--- src/hw/memory_map_defs.vh ---
`ifndef MEMORY_MAP_DEFS_VH
`define MEMORY_MAP_DEFS_VH

// Processor address map.
`define IO_BASE          16'h0000
`define IO_LAST          16'h003F
`define GAP0_BASE        16'h0040
`define GAP0_LAST        16'h007F
`define RAM_BASE         16'h0080
`define RAM_LAST         16'h00FF
`define RAM_BYTES        128
`define FLASH_BASE       16'h7800
`define FLASH_LAST       16'h7FEE
`define FLASH_BYTES      2031
`define TRIM_ADDR        16'h7FEF
`define MON_BASE         16'hF000
`define MON_LAST         16'hF2EF
`define MON_VEC_BASE     16'hFEF0
`define MON_VEC_LAST     16'hFEFF
`define MON_BYTES        768
`define BREAK_STATUS     16'hFE00
`define RESET_SRC_STATUS 16'hFE01
`define BREAK_FLAG_CTL   16'hFE02
`define RSVD_SIM_BASE    16'hFE03
`define RSVD_SIM_LAST    16'hFE06
`define FLASH_CONTROL    16'hFE08
`define RSVD_FLASH       16'hFE09
`define BRK_ADDR_HIGH    16'hFE0C
`define BRK_ADDR_LOW     16'hFE0D
`define BRK_STAT_CTL     16'hFE0E
`define LOW_VOLT_STATUS  16'hFE0F
`define FLASH_PROTECT    16'hFFF0
`define VEC_BASE         16'hFFF2
`define VEC_CLOCK_GEN    16'hFFF2
`define VEC_TIMER_OVF    16'hFFF4
`define VEC_TIMER_CH1    16'hFFF6
`define VEC_TIMER_CH0    16'hFFF8
`define VEC_EXT_KBD      16'hFFFA
`define VEC_SOFTWARE     16'hFFFC
`define VEC_RESET        16'hFFFE
`define WATCHDOG_CTL     16'hFFFF

// Stack usage figures.
`define STACK_INT_BYTES  3'd5
`define STACK_CALL_BYTES 3'd2

// Region codes.
`define RG_NONE          4'h0
`define RG_IO            4'h1
`define RG_RAM           4'h2
`define RG_FLASH         4'h3
`define RG_TRIM          4'h4
`define RG_MON           4'h5
`define RG_MON_VEC       4'h6
`define RG_HIGH_REG      4'h7
`define RG_VECTOR        4'h8
`define RG_RESERVED      4'h9

// AXI4-Lite register byte offsets.
`define A_STATUS         8'h00
`define A_MASK           8'h04
`define A_CONTROL        8'h08
`define A_LAST_ILLEGAL   8'h0C
`define A_LAST_SELECT    8'h10
`define A_INT_VECTOR     8'h14
`define A_STACK          8'h18
`define A_COUNT          8'h1C

// Status bits.
`define ST_ILLEGAL       0
`define ST_RESERVED      1
`define ST_STACK_OUT     2
`define ST_WIDTH         3

// Control bits.
`define CTL_RESET_EN     0

`define AXI_OKAY         2'b00
`define AXI_SLVERR       2'b10

`endif

--- src/hw/region_match.v ---
`timescale 1ns/10ps
`default_nettype none

// One address window compare; instantiated for the I/O, RAM, flash, monitor, monitor vector and vector windows.
module region_match #(
    parameter [15:0] BASE = 16'h0000,
    parameter [15:0] LAST = 16'h0000
) (
    input  wire [15:0] addr,
    output wire        hit
);
    assign hit = (addr >= BASE) && (addr <= LAST);
endmodule

`default_nettype wire

--- src/hw/memory_map_decoder.v ---
// Design decision made here: the AXI4-Lite register port.
`timescale 1ns/10ps
`default_nettype none
`include "memory_map_defs.vh"

// Behaviour
// - Unimplemented addresses, including the I/O-to-RAM gap, raise illegal-address reset.
// - Addresses from map bottom to end of I/O page select peripheral registers.
// - 128-byte RAM window follows the gap above the I/O page.
// - 2031 bytes of user flash; span between RAM and flash is unimplemented.
// - Byte after user flash decodes as reserved oscillator trim location.
// - Monitor ROM is 768 bytes: main code block plus 16-byte high block.
// - High 16-byte monitor block supplies monitor reset vectors.
// - First three high-page addresses select break, reset-source, break-flag registers.
// - Flash control, breakpoint high/low, break control, low-voltage registers decode fixed.
// - Flash protect at vector page start; watchdog shares last map address.
// - Two-byte vectors, high byte even, clock generator up to reset.
// - Priority rises with vector address; reset highest, clock generator lowest.
// - Interrupt entry pushes exactly five context bytes.
// - Interrupt stacking omits the upper index byte.
// - Subroutine call pushes a two-byte return address.
// - Stack pointer decrements on push and increments on pull.
module memory_map_decoder (
    input  wire        aclk,
    input  wire        aresetn,
    input  wire [15:0] bus_addr,
    input  wire        bus_valid,
    input  wire        bus_write,
    input  wire [6:0]  irq_pending,
    input  wire        stack_push,
    input  wire        stack_pull,
    input  wire        stack_int_entry,
    input  wire        stack_call,
    input  wire [15:0] stack_load_value,
    input  wire        stack_load,
    output reg  [3:0]  region_q,
    output reg  [15:0] select_q,
    output reg         illegal_reset_q,
    output reg  [15:0] vector_addr_q,
    output reg  [2:0]  vector_index_q,
    output reg  [15:0] stack_ptr_q,
    output reg  [2:0]  stack_bytes_q,
    output reg         irq_q,
    input  wire [7:0]  s_axi_awaddr,
    input  wire        s_axi_awvalid,
    output reg         s_axi_awready,
    input  wire [31:0] s_axi_wdata,
    input  wire [3:0]  s_axi_wstrb,
    input  wire        s_axi_wvalid,
    output reg         s_axi_wready,
    output reg  [1:0]  s_axi_bresp,
    output reg         s_axi_bvalid,
    input  wire        s_axi_bready,
    input  wire [7:0]  s_axi_araddr,
    input  wire        s_axi_arvalid,
    output reg         s_axi_arready,
    output reg  [31:0] s_axi_rdata,
    output reg  [1:0]  s_axi_rresp,
    output reg         s_axi_rvalid,
    input  wire        s_axi_rready
);

    wire hit_io;
    wire hit_ram;
    wire hit_flash;
    wire hit_mon;
    wire hit_mon_vec;
    wire hit_vec;

    region_match #(.BASE(`IO_BASE), .LAST(`IO_LAST)) u_io (
        .addr (bus_addr),
        .hit  (hit_io)
    );
    region_match #(.BASE(`RAM_BASE), .LAST(`RAM_LAST)) u_ram (
        .addr (bus_addr),
        .hit  (hit_ram)
    );
    region_match #(.BASE(`FLASH_BASE), .LAST(`FLASH_LAST)) u_flash (
        .addr (bus_addr),
        .hit  (hit_flash)
    );
    region_match #(.BASE(`MON_BASE), .LAST(`MON_LAST)) u_mon (
        .addr (bus_addr),
        .hit  (hit_mon)
    );
    region_match #(.BASE(`MON_VEC_BASE), .LAST(`MON_VEC_LAST)) u_monv (
        .addr (bus_addr),
        .hit  (hit_mon_vec)
    );
    region_match #(.BASE(`VEC_BASE), .LAST(`WATCHDOG_CTL)) u_vec (
        .addr (bus_addr),
        .hit  (hit_vec)
    );

    // One-hot select of the high-page registers; bit order as listed.
    reg [15:0] sel_d;
    reg [3:0]  region_d;
    reg        reserved_d;
    always @* begin
        sel_d      = 16'h0000;
        region_d   = `RG_NONE;
        reserved_d = 1'b0;
        if (hit_io) begin
            region_d = `RG_IO;
        end else if (hit_ram) begin
            region_d = `RG_RAM;
        end else if (hit_flash) begin
            region_d = `RG_FLASH;
        end else if (bus_addr == `TRIM_ADDR) begin
            region_d = `RG_TRIM;
        end else if (hit_mon) begin
            region_d = `RG_MON;
        end else if (hit_mon_vec) begin
            region_d = `RG_MON_VEC;
        end else if (hit_vec) begin
            region_d = `RG_VECTOR;
            if (bus_addr == `WATCHDOG_CTL) begin
                sel_d[9] = 1'b1;
            end
        end else begin
            case (bus_addr)
                `BREAK_STATUS:     sel_d[0] = 1'b1;
                `RESET_SRC_STATUS: sel_d[1] = 1'b1;
                `BREAK_FLAG_CTL:   sel_d[2] = 1'b1;
                `FLASH_CONTROL:    sel_d[3] = 1'b1;
                `BRK_ADDR_HIGH:    sel_d[4] = 1'b1;
                `BRK_ADDR_LOW:     sel_d[5] = 1'b1;
                `BRK_STAT_CTL:     sel_d[6] = 1'b1;
                `LOW_VOLT_STATUS:  sel_d[7] = 1'b1;
                `FLASH_PROTECT:    sel_d[8] = 1'b1;
                default:           sel_d    = 16'h0000;
            endcase
            if (sel_d != 16'h0000) begin
                region_d = `RG_HIGH_REG;
            end
            // Reserved bytes are decoded but not trapped; software avoids them.
            if ((bus_addr >= `RSVD_SIM_BASE && bus_addr <= `RSVD_SIM_LAST) ||
                bus_addr == `RSVD_FLASH) begin
                region_d   = `RG_RESERVED;
                reserved_d = 1'b1;
            end
        end
    end

    // Combinational flag; the registered copy below lands next edge.
    wire illegal_now = bus_valid && (region_d == `RG_NONE);

    // Vector selection: the highest pending request wins.
    reg [2:0] vidx_d;
    integer   i;
    always @* begin
        vidx_d = 3'd0;
        for (i = 0; i < 7; i = i + 1) begin
            if (irq_pending[i]) begin
                vidx_d = i[2:0];
            end
        end
    end
    wire [15:0] vaddr_d = `VEC_BASE + {12'h000, vidx_d, 1'b0};

    // Stack pointer model.
    wire stack_out = (stack_ptr_q < `RAM_BASE) || (stack_ptr_q > `RAM_LAST);

    reg [2:0] st_status_q;
    reg [2:0] st_mask_q;
    reg       ctl_q;
    reg [15:0] last_illegal_q;
    reg [15:0] illegal_count_q;

    wire [2:0] st_event = {stack_out, reserved_d && bus_valid, illegal_now};

    always @(posedge aclk) begin
        if (!aresetn) begin
            region_q        <= `RG_NONE;
            select_q        <= 16'h0000;
            illegal_reset_q <= 1'b0;
            vector_addr_q   <= `VEC_RESET;
            vector_index_q  <= 3'd6;
            stack_ptr_q     <= `RAM_LAST;
            stack_bytes_q   <= 3'd0;
            last_illegal_q  <= 16'h0000;
            illegal_count_q <= 16'h0000;
        end else begin
            region_q        <= bus_valid ? region_d : `RG_NONE;
            select_q        <= bus_valid ? sel_d : 16'h0000;
            illegal_reset_q <= illegal_now && ctl_q;
            vector_addr_q   <= vaddr_d;
            vector_index_q  <= vidx_d;
            if (illegal_now) begin
                last_illegal_q  <= bus_addr;
                illegal_count_q <= illegal_count_q + 16'h0001;
            end
            if (stack_load) begin
                stack_ptr_q <= stack_load_value;
            end else if (stack_int_entry) begin
                // Index high byte is not stacked, so five bytes only.
                stack_ptr_q   <= stack_ptr_q - {13'h0000, `STACK_INT_BYTES};
                stack_bytes_q <= `STACK_INT_BYTES;
            end else if (stack_call) begin
                stack_ptr_q   <= stack_ptr_q - {13'h0000, `STACK_CALL_BYTES};
                stack_bytes_q <= `STACK_CALL_BYTES;
            end else if (stack_push) begin
                stack_ptr_q <= stack_ptr_q - 16'h0001;
            end else if (stack_pull) begin
                stack_ptr_q <= stack_ptr_q + 16'h0001;
            end
        end
    end

    // AXI4-Lite slave: one write and one read at a time.
    reg       aw_hold_q;
    reg       w_hold_q;
    reg [7:0] aw_addr_q;
    reg [31:0] w_data_q;
    reg [3:0] w_strb_q;
    wire      wr_go = aw_hold_q && w_hold_q && !s_axi_bvalid;
    wire      rd_go = s_axi_arvalid && s_axi_arready;
    wire      rd_status = rd_go && (s_axi_araddr == `A_STATUS);

    reg [31:0] rd_d;
    reg        rd_ok;
    always @* begin
        rd_ok = 1'b1;
        case (s_axi_araddr)
            `A_STATUS:       rd_d = {29'h0, st_status_q};
            `A_MASK:         rd_d = {29'h0, st_mask_q};
            `A_CONTROL:      rd_d = {31'h0, ctl_q};
            `A_LAST_ILLEGAL: rd_d = {16'h0, last_illegal_q};
            `A_LAST_SELECT:  rd_d = {12'h0, region_q, select_q};
            `A_INT_VECTOR:   rd_d = {13'h0, vector_index_q, vector_addr_q};
            `A_STACK:        rd_d = {13'h0, stack_bytes_q, stack_ptr_q};
            `A_COUNT:        rd_d = {16'h0, illegal_count_q};
            default: begin
                rd_d  = 32'h0000_0000;
                rd_ok = 1'b0;
            end
        endcase
    end

    always @(posedge aclk) begin
        if (!aresetn) begin
            s_axi_awready <= 1'b0;
            s_axi_wready  <= 1'b0;
            s_axi_bvalid  <= 1'b0;
            s_axi_bresp   <= `AXI_OKAY;
            s_axi_arready <= 1'b0;
            s_axi_rvalid  <= 1'b0;
            s_axi_rresp   <= `AXI_OKAY;
            s_axi_rdata   <= 32'h0000_0000;
            aw_hold_q     <= 1'b0;
            w_hold_q      <= 1'b0;
            aw_addr_q     <= 8'h00;
            w_data_q      <= 32'h0000_0000;
            w_strb_q      <= 4'h0;
            st_status_q   <= 3'b000;
            st_mask_q     <= 3'b000;
            ctl_q         <= 1'b1;
            irq_q         <= 1'b0;
        end else begin
            s_axi_awready <= !aw_hold_q && !s_axi_awready && s_axi_awvalid;
            s_axi_wready  <= !w_hold_q && !s_axi_wready && s_axi_wvalid;
            if (s_axi_awvalid && s_axi_awready) begin
                aw_hold_q <= 1'b1;
                aw_addr_q <= s_axi_awaddr;
            end
            if (s_axi_wvalid && s_axi_wready) begin
                w_hold_q <= 1'b1;
                w_data_q <= s_axi_wdata;
                w_strb_q <= s_axi_wstrb;
            end
            if (wr_go) begin
                aw_hold_q    <= 1'b0;
                w_hold_q     <= 1'b0;
                s_axi_bvalid <= 1'b1;
                s_axi_bresp  <= `AXI_OKAY;
                if (aw_addr_q == `A_MASK) begin
                    if (w_strb_q[0]) begin
                        st_mask_q <= w_data_q[2:0];
                    end
                end else if (aw_addr_q == `A_CONTROL) begin
                    if (w_strb_q[0]) begin
                        ctl_q <= w_data_q[`CTL_RESET_EN];
                    end
                end else if (aw_addr_q != `A_STATUS &&
                             aw_addr_q != `A_LAST_ILLEGAL &&
                             aw_addr_q != `A_LAST_SELECT &&
                             aw_addr_q != `A_INT_VECTOR &&
                             aw_addr_q != `A_STACK &&
                             aw_addr_q != `A_COUNT) begin
                    s_axi_bresp <= `AXI_SLVERR;
                end
            end else if (s_axi_bvalid && s_axi_bready) begin
                s_axi_bvalid <= 1'b0;
            end
            s_axi_arready <= !s_axi_arready && !s_axi_rvalid && s_axi_arvalid;
            if (rd_go) begin
                s_axi_rvalid <= 1'b1;
                s_axi_rdata  <= rd_d;
                s_axi_rresp  <= rd_ok ? `AXI_OKAY : `AXI_SLVERR;
            end else if (s_axi_rvalid && s_axi_rready) begin
                s_axi_rvalid <= 1'b0;
            end
            // A new event in the read cycle survives the clear.
            st_status_q <= (rd_status ? 3'b000 : st_status_q) | st_event;
            irq_q <= |(((rd_status ? 3'b000 : st_status_q) | st_event) &
                       st_mask_q);
        end
    end

endmodule

`default_nettype wire

--- config.mk ---
export PLATFORM = sky130hd
export DESIGN_NAME = memory_map_decoder
export DESIGN_NICKNAME = d
export VERILOG_FILES = /design/src/hw/region_match.v /design/src/hw/memory_map_decoder.v
export VERILOG_INCLUDE_DIRS = /design/src /design/src/hw
export SDC_FILE = /design/constraint.sdc
export NUM_CORES = 1
export LEC_CHECK = 0
export ABC_AREA = 1
export ABC_CLOCK_PERIOD_IN_PS = 4900
export BUFFER_PORTS_ARGS = -buffer_cell sky130_fd_sc_hd__clkbuf_2
export CORE_MARGIN = 8
export CORE_UTILIZATION = 45
export CTS_CLUSTER_DIAMETER = 120
export CTS_CLUSTER_SIZE = 16
export DETAILED_ROUTE_END_ITERATION = 6
export GPL_TIMING_DRIVEN = 0
export PLACE_DENSITY = 0.8
export SLEW_MARGIN = 10
export SYNTH_ARGS = -nofsm -noshare
export SYNTH_HDL_FRONTEND = slang
export SYNTH_HIERARCHICAL = 1
export SYNTH_SLANG_ARGS = --single-unit
--- constraint.sdc ---
create_clock -name aclk -period 4.9 [get_ports aclk]
set_input_delay 0 -clock aclk [delete_from_list [all_inputs] [get_ports aclk]]
set_output_delay 0 -clock aclk [all_outputs]
set_load 0.05 [all_outputs]
Yosys cells after proc, flatten, opt, wreduce, memory -nomap -nowiden --
Cells that the tools add are included.
Cells by class: reduce and logical (&&, ||, !) cells 55, $lt $le $gt $ge 16, mux-type cells 122, eq/ne operators 26, bitwise operators 6, add/sub/neg operators 6
Operators with widths (count):
- $eq A16 B16 Y1 const B | 11
- $pmux W20 S8 | 1
- $mux W1 | 88
- $mux W16 | 5
- $ge A16 B16 Y1 const B | 4
- $le A16 B16 Y1 const B | 4
- $mux W7 | 7
- $add A16 B1 Y16 const B | 2
- $eq A8 B5 Y1 const B | 4
- $mux W4 | 8
- $ne A8 B5 Y1 const B | 4
- $logic_and A1 B1 Y1 | 29
- $mux W3 | 9
- $eq A8 B4 Y1 const B | 3
- $eq A16 B15 Y1 const B | 1
- $eq A8 B3 Y1 const B | 2
- $ge A16 B1 Y1 const B | 1
- $ge A16 B15 Y1 const B | 1
- $ge A16 B8 Y1 const B | 1
- $gt A16 B8 Y1 const B | 1
- $le A16 B15 Y1 const B | 1
- $le A16 B6 Y1 const B | 1
- $le A16 B8 Y1 const B | 1
- $lt A16 B8 Y1 const B | 1
- other kinds (24) | 41
Word-level totals: bits of input ports 105, register bits 154, word-level logic and storage cells 258, output and inout port bits 101

Logic depth before layout (Yosys ltp) --
depth after elaboration 24, gate-level depth with buffers 18, gate-level depth less buffers 17

Hierarchy --
The synthesis kept the hierarchy.
By module, submodules not included:
- memory_map_decoder | times used 1, sequential area each 2442.3 µm², cells an instance 1175, area each 7616.1 µm²
- region_match (u_mon) | times used 1, sequential area each 0.0 µm², cells an instance 16, area each 68.8 µm²
- region_match (u_flash) | times used 1, sequential area each 0.0 µm², cells an instance 15, area each 58.8 µm²
- region_match (u_vec) | times used 1, sequential area each 0.0 µm², cells an instance 15, area each 56.3 µm²
- region_match (u_monv) | times used 1, sequential area each 0.0 µm², cells an instance 10, area each 42.5 µm²
- region_match (u_ram) | times used 1, sequential area each 0.0 µm², cells an instance 9, area each 35.0 µm²
- region_match (u_io) | times used 1, sequential area each 0.0 µm², cells an instance 8, area each 31.3 µm²

Worst setup path after synthesis --
Ideal clock, no wire load.
path kind register to register, from reg stack_ptr_q[1], to reg stack_ptr_q[8], buffers on the path 0, period minus slack after synthesis 2.550 ns, stages on the path, launching flop included 15, setup time 0.132 ns, setup slack 2.350 ns, required time 4.768 ns, data arrival time 2.417 ns, cells stage by stage dfxtp_1 inv_1 fa_1 inv_1 nand3_1 nand3_1 a21boi_0 o21ai_0 inv_1 nand2_1 nand3_1 o311ai_0 nand2_1 nand2_1 a21oi_1
On the way: longest elaborated chain between the ends 6, elaborated cells between the ends (all ways) 9, classes of those cells add/sub: 4; mux: 5
RTL lines:
- start, declared | line memory_map_decoder.v:41 | output reg [15:0] stack_ptr_q,
- start signal, assigned | line memory_map_decoder.v:179 | stack_ptr_q <= `RAM_LAST;
- start signal, assigned | line memory_map_decoder.v:194 | stack_ptr_q <= stack_load_value;
- start signal, assigned | line memory_map_decoder.v:197 | stack_ptr_q <= stack_ptr_q - {13'h0000, `STACK_INT_BYTES};
- $add A16 B1 Y16 | line memory_map_decoder.v:205 | stack_ptr_q <= stack_ptr_q + 16'h0001;
- $mux W16 | line memory_map_decoder.v:204 | end else if (stack_pull) begin
- $mux W16 | line memory_map_decoder.v:202 | end else if (stack_push) begin
- $mux W16 | line memory_map_decoder.v:199 | end else if (stack_call) begin
- $mux W16 * | line memory_map_decoder.v:195 | end else if (stack_int_entry) begin
- $mux W16 * | line memory_map_decoder.v:193 | if (stack_load) begin
Mark *: on every way between the ends. The rest lies on a longest branch, timed or not. The select of a mux whose other input is x is not followed. A chain may end at the register's enable or synchronous reset.

Worst setup path after layout --
Ends and elaborated chain as after synthesis.

==> out/results.tsv <==
metric	value	unit
rows	48	
failed_checks	design-rule violations	
post_cts_resized	0	
synth.yosys.warnings	6	
reg2reg_from	stack_ptr_q[1]	
drive_above_1_share	0.166	
grt_antenna_before_repair	0	
async_flop_share	0	
cts_buffers	17	
dr.first_iter.drc_count	989	
drv_cap	0	
power_switching	923	uW
hold_path.class	primary input to register	
die_area	0.0221	mm^2
die_height	149	um
ant_nets	0	
seq_area_frac_synth	0.309	
synth_area_leaders	dfxtp_1, nand2_1, nor2_1, inv_1, a21oi_1	
cp-end-kind	register	
gr-total-overflow	0	
nFillCells	1589	
hold-path-cell-count	3	
p_clk_frac	0.445	
timing.fmax	0.347	GHz
r2r.worst_path.cells	14	
n_antenna_cell	0	
grt_pass1_vias	8759	
status	finished, violations left	
p_int	2140	uW
synth_top_area_cell	dfxtp_1	
power-per-cell-area	301	mW/mm^2
nets	1616	
postSynthCellCount	1248	
crit_path_start_kind	register	
start_util	0.459	
grt_pass1_wl	45200	um
viasPerCell	5.35	
ctsHtreeMaxLevel	4	
wl_met1	11300	um
yosys_most_used_dff	dfxtp_1	
avgSynthCellArea	6.34	um^2
drv_slew	0	
pwr-share-seq	0.352	
dp_slack	2.11	ns
post-cts-setup-buffers	0	
p_leak	0.00473	uW
relSlewSlack	0.477	
globalplace.congestion	1.01	
grt_max_degree	18	
top_layer	met4	
insertion_delay	0.42	ns
wl_met3	2490	um
comb_power_share	0.203	
yosys.cell_types.count	52	
clockRootBuffer	clkbuf_16	
syn2layout_area_growth	28.8	%
drc	1	
final_util	0.591	
path_class	register to register	
netlist_area	0.00791	mm^2
dp_hpwl	21900	um
setup_viol	0	
routed_wirelength	28800	um
clkSinkCount	122	
reg2reg_setup_slack	2.02	ns
track_usage	0.258	
ys_seq_elements	122	
met2_length	13800	um
required	5.18	ns
seq_area	0.00244	mm^2
min_from	bus_addr[8]	
worstMarginPinSlew	0.785	ns
tns	0	ns
swShare	0.301	
final-hold-violation-count	0	
synth_edf_count	0	
cts_buffer_depth	2	
vdd_ir_drop_max	0.000253	V
cts_hold_buf	55	
fin_ws	2.02	ns
core-area	0.0172	mm^2
fp.dieW	149	um
routedWlPerCell	16.7	um
r2r_end	stack_ptr_q[8]	
rsz0062_at_grt	no	
first_pass_iters	7	
crit_fanout	7	
min_period	2.88	ns
cts_tree	done	
vias	9226	
cp_data_arrival_time	3.16	ns
port_buffers	147	
boundaryPins	206	
path_clk_slew	0.06	ns
holdPathEnd	last_illegal_q[8]	
fin_skew	0.00668	ns
multi_input_area	0.00453	mm^2
fin_crit_sh	0.588	
yosys.area.top_type_share	0.309	
==> metrics by stage <==
step	hold slack (ns)	std cells	total power, uW	instance area [um^2]
floorplan	0.100	1268	1500	7980
global placement	0.213	1640	1670	9000
detailed placement	0.219	1640	1670	9000
CTS	0.00354	1725	3060	10200
global route	0.0246	1725	3180	10200
finish	0.00926	1725	3070	10200
==> logic make-up (layout without fill, tap and decap cells) <==
kind of cell | Yosys count | in the layout | synth area share
compound gates | 240 | 240 | 0.175
buf+inv | 228 | 460 | 0.128
flops | 122 | 122 | 0.309
other cells | 2 | 22 | 0.000950
simple gates | 610 | 610 | 0.325
xor+xnor | 24 | 24 | 0.0266
fa+ha+maj | 22 | 22 | 0.0358
==> Yosys cell counts (2+ instances only) <==
cell type,instances
nand2_1,282
nor2_1,187
inv_1,150
dfxtp_1,122
a21oi_1,81
o21ai_0,78
nand3_1,70
buf_4,33
clkbuf_1,29
nor3_1,24
xor2_1,23
ha_1,21
o21ai_1,17
o211ai_1,16
nand4_1,13
nor4_1,9
a221oi_1,7
o2111ai_1,7
o21bai_1,7
or2_2,7
inv_2,6
nand2_2,6
o22ai_1,6
nor2_2,5
buf_6,4
a31oi_1,3
nor2_4,3
o221ai_1,3
a211oi_1,2
buf_2,2
clkinv_1,2
conb_1,2
o311ai_0,2
==> area by class of cell <==
type / count / share of cell area
multi-input cells: 918 / 0.444
flip-flops and latches: 122 / 0.240
repair buffers: 202 / 0.126
inverters: 159 / 0.0588
clock buffers: 18 / 0.0431
plain buffers: 69 / 0.0408
well taps: 225 / 0.0276
clock inverters: 12 / 0.0195
==> critical path: stages (launching register included) <==
cell and delay, ns:
dfxtp_1 0.45, inv_1 0.22, fa_1 0.42, inv_1 0.10, nand3_1 0.07, nand3_1 0.16
a21boi_0 0.27, o21ai_0 0.41, inv_1 0.10, nand2_1 0.07, nand3_1 0.08, o311ai_0 0.16
nand2_1 0.09, nand2_1 0.07, a21oi_1 0.05
==> worst max-delay path by stage <==
| stage | from | end | slack, ns | cells after the start |
|---|---|---|---|---|
| floorplan | stack_ptr_q[1] | stack_ptr_q[8] | 2.35 | 14 |
| global placement | stack_ptr_q[1] | stack_ptr_q[8] | 2.12 | 14 |
| detailed placement | stack_ptr_q[1] | stack_ptr_q[8] | 2.11 | 14 |
| CTS | stack_ptr_q[1] | stack_ptr_q[8] | 2.10 | 14 |
| global route | stack_ptr_q[1] | stack_ptr_q[8] | 1.81 | 14 |
| finish | stack_ptr_q[1] | stack_ptr_q[8] | 2.02 | 14 |
==> power by group through the flow <==
stage          Clock, uW  Sequential [uW]  Combinational (uW)
6_report            1360             1080                 624
5_1_grt             1410             1080                 679
4_1_cts             1370             1080                 614
3_5_place_dp           0             1100                 576
3_3_place_gp           0             1100                 569
2_1_floorplan          0             1150                 351
==> routing by layer <==
metal | vias up | GRT usage
li1 | 4497 | -
met1 | 4168 | 0.302
met2 | 476 | 0.437
met3 | 85 | 0.0565
met4 | 0 | 0.127
met5 | - | 0
==> layout by cell type (no fill, tap or decap), types with 7 or more instances in the layout <==
cell type,instances
nand2_1,282
nor2_1,187
inv_1,150
clkbuf_2,147
dfxtp_1,122
a21oi_1,81
o21ai_0,78
nand3_1,70
dlygate4sd3_1,55
buf_4,33
clkbuf_1,29
nor3_1,24
xor2_1,23
conb_1,22
ha_1,21
o21ai_1,17
clkbuf_16,17
o211ai_1,16
nand4_1,13
nor4_1,9
or2_2,7
o21bai_1,7
o2111ai_1,7
a221oi_1,7
==> state kept, by name, summed over array words and instances (netlist names), 4 cells and up <==
name and cells:
s_axi_rdata 20, illegal_count_q 16, last_illegal_q 16, stack_ptr_q 16, select_q 10, aw_addr_q 8, vector_addr_q 5, region_q 4
Note: power is estimated with default switching activity, not from simulation.
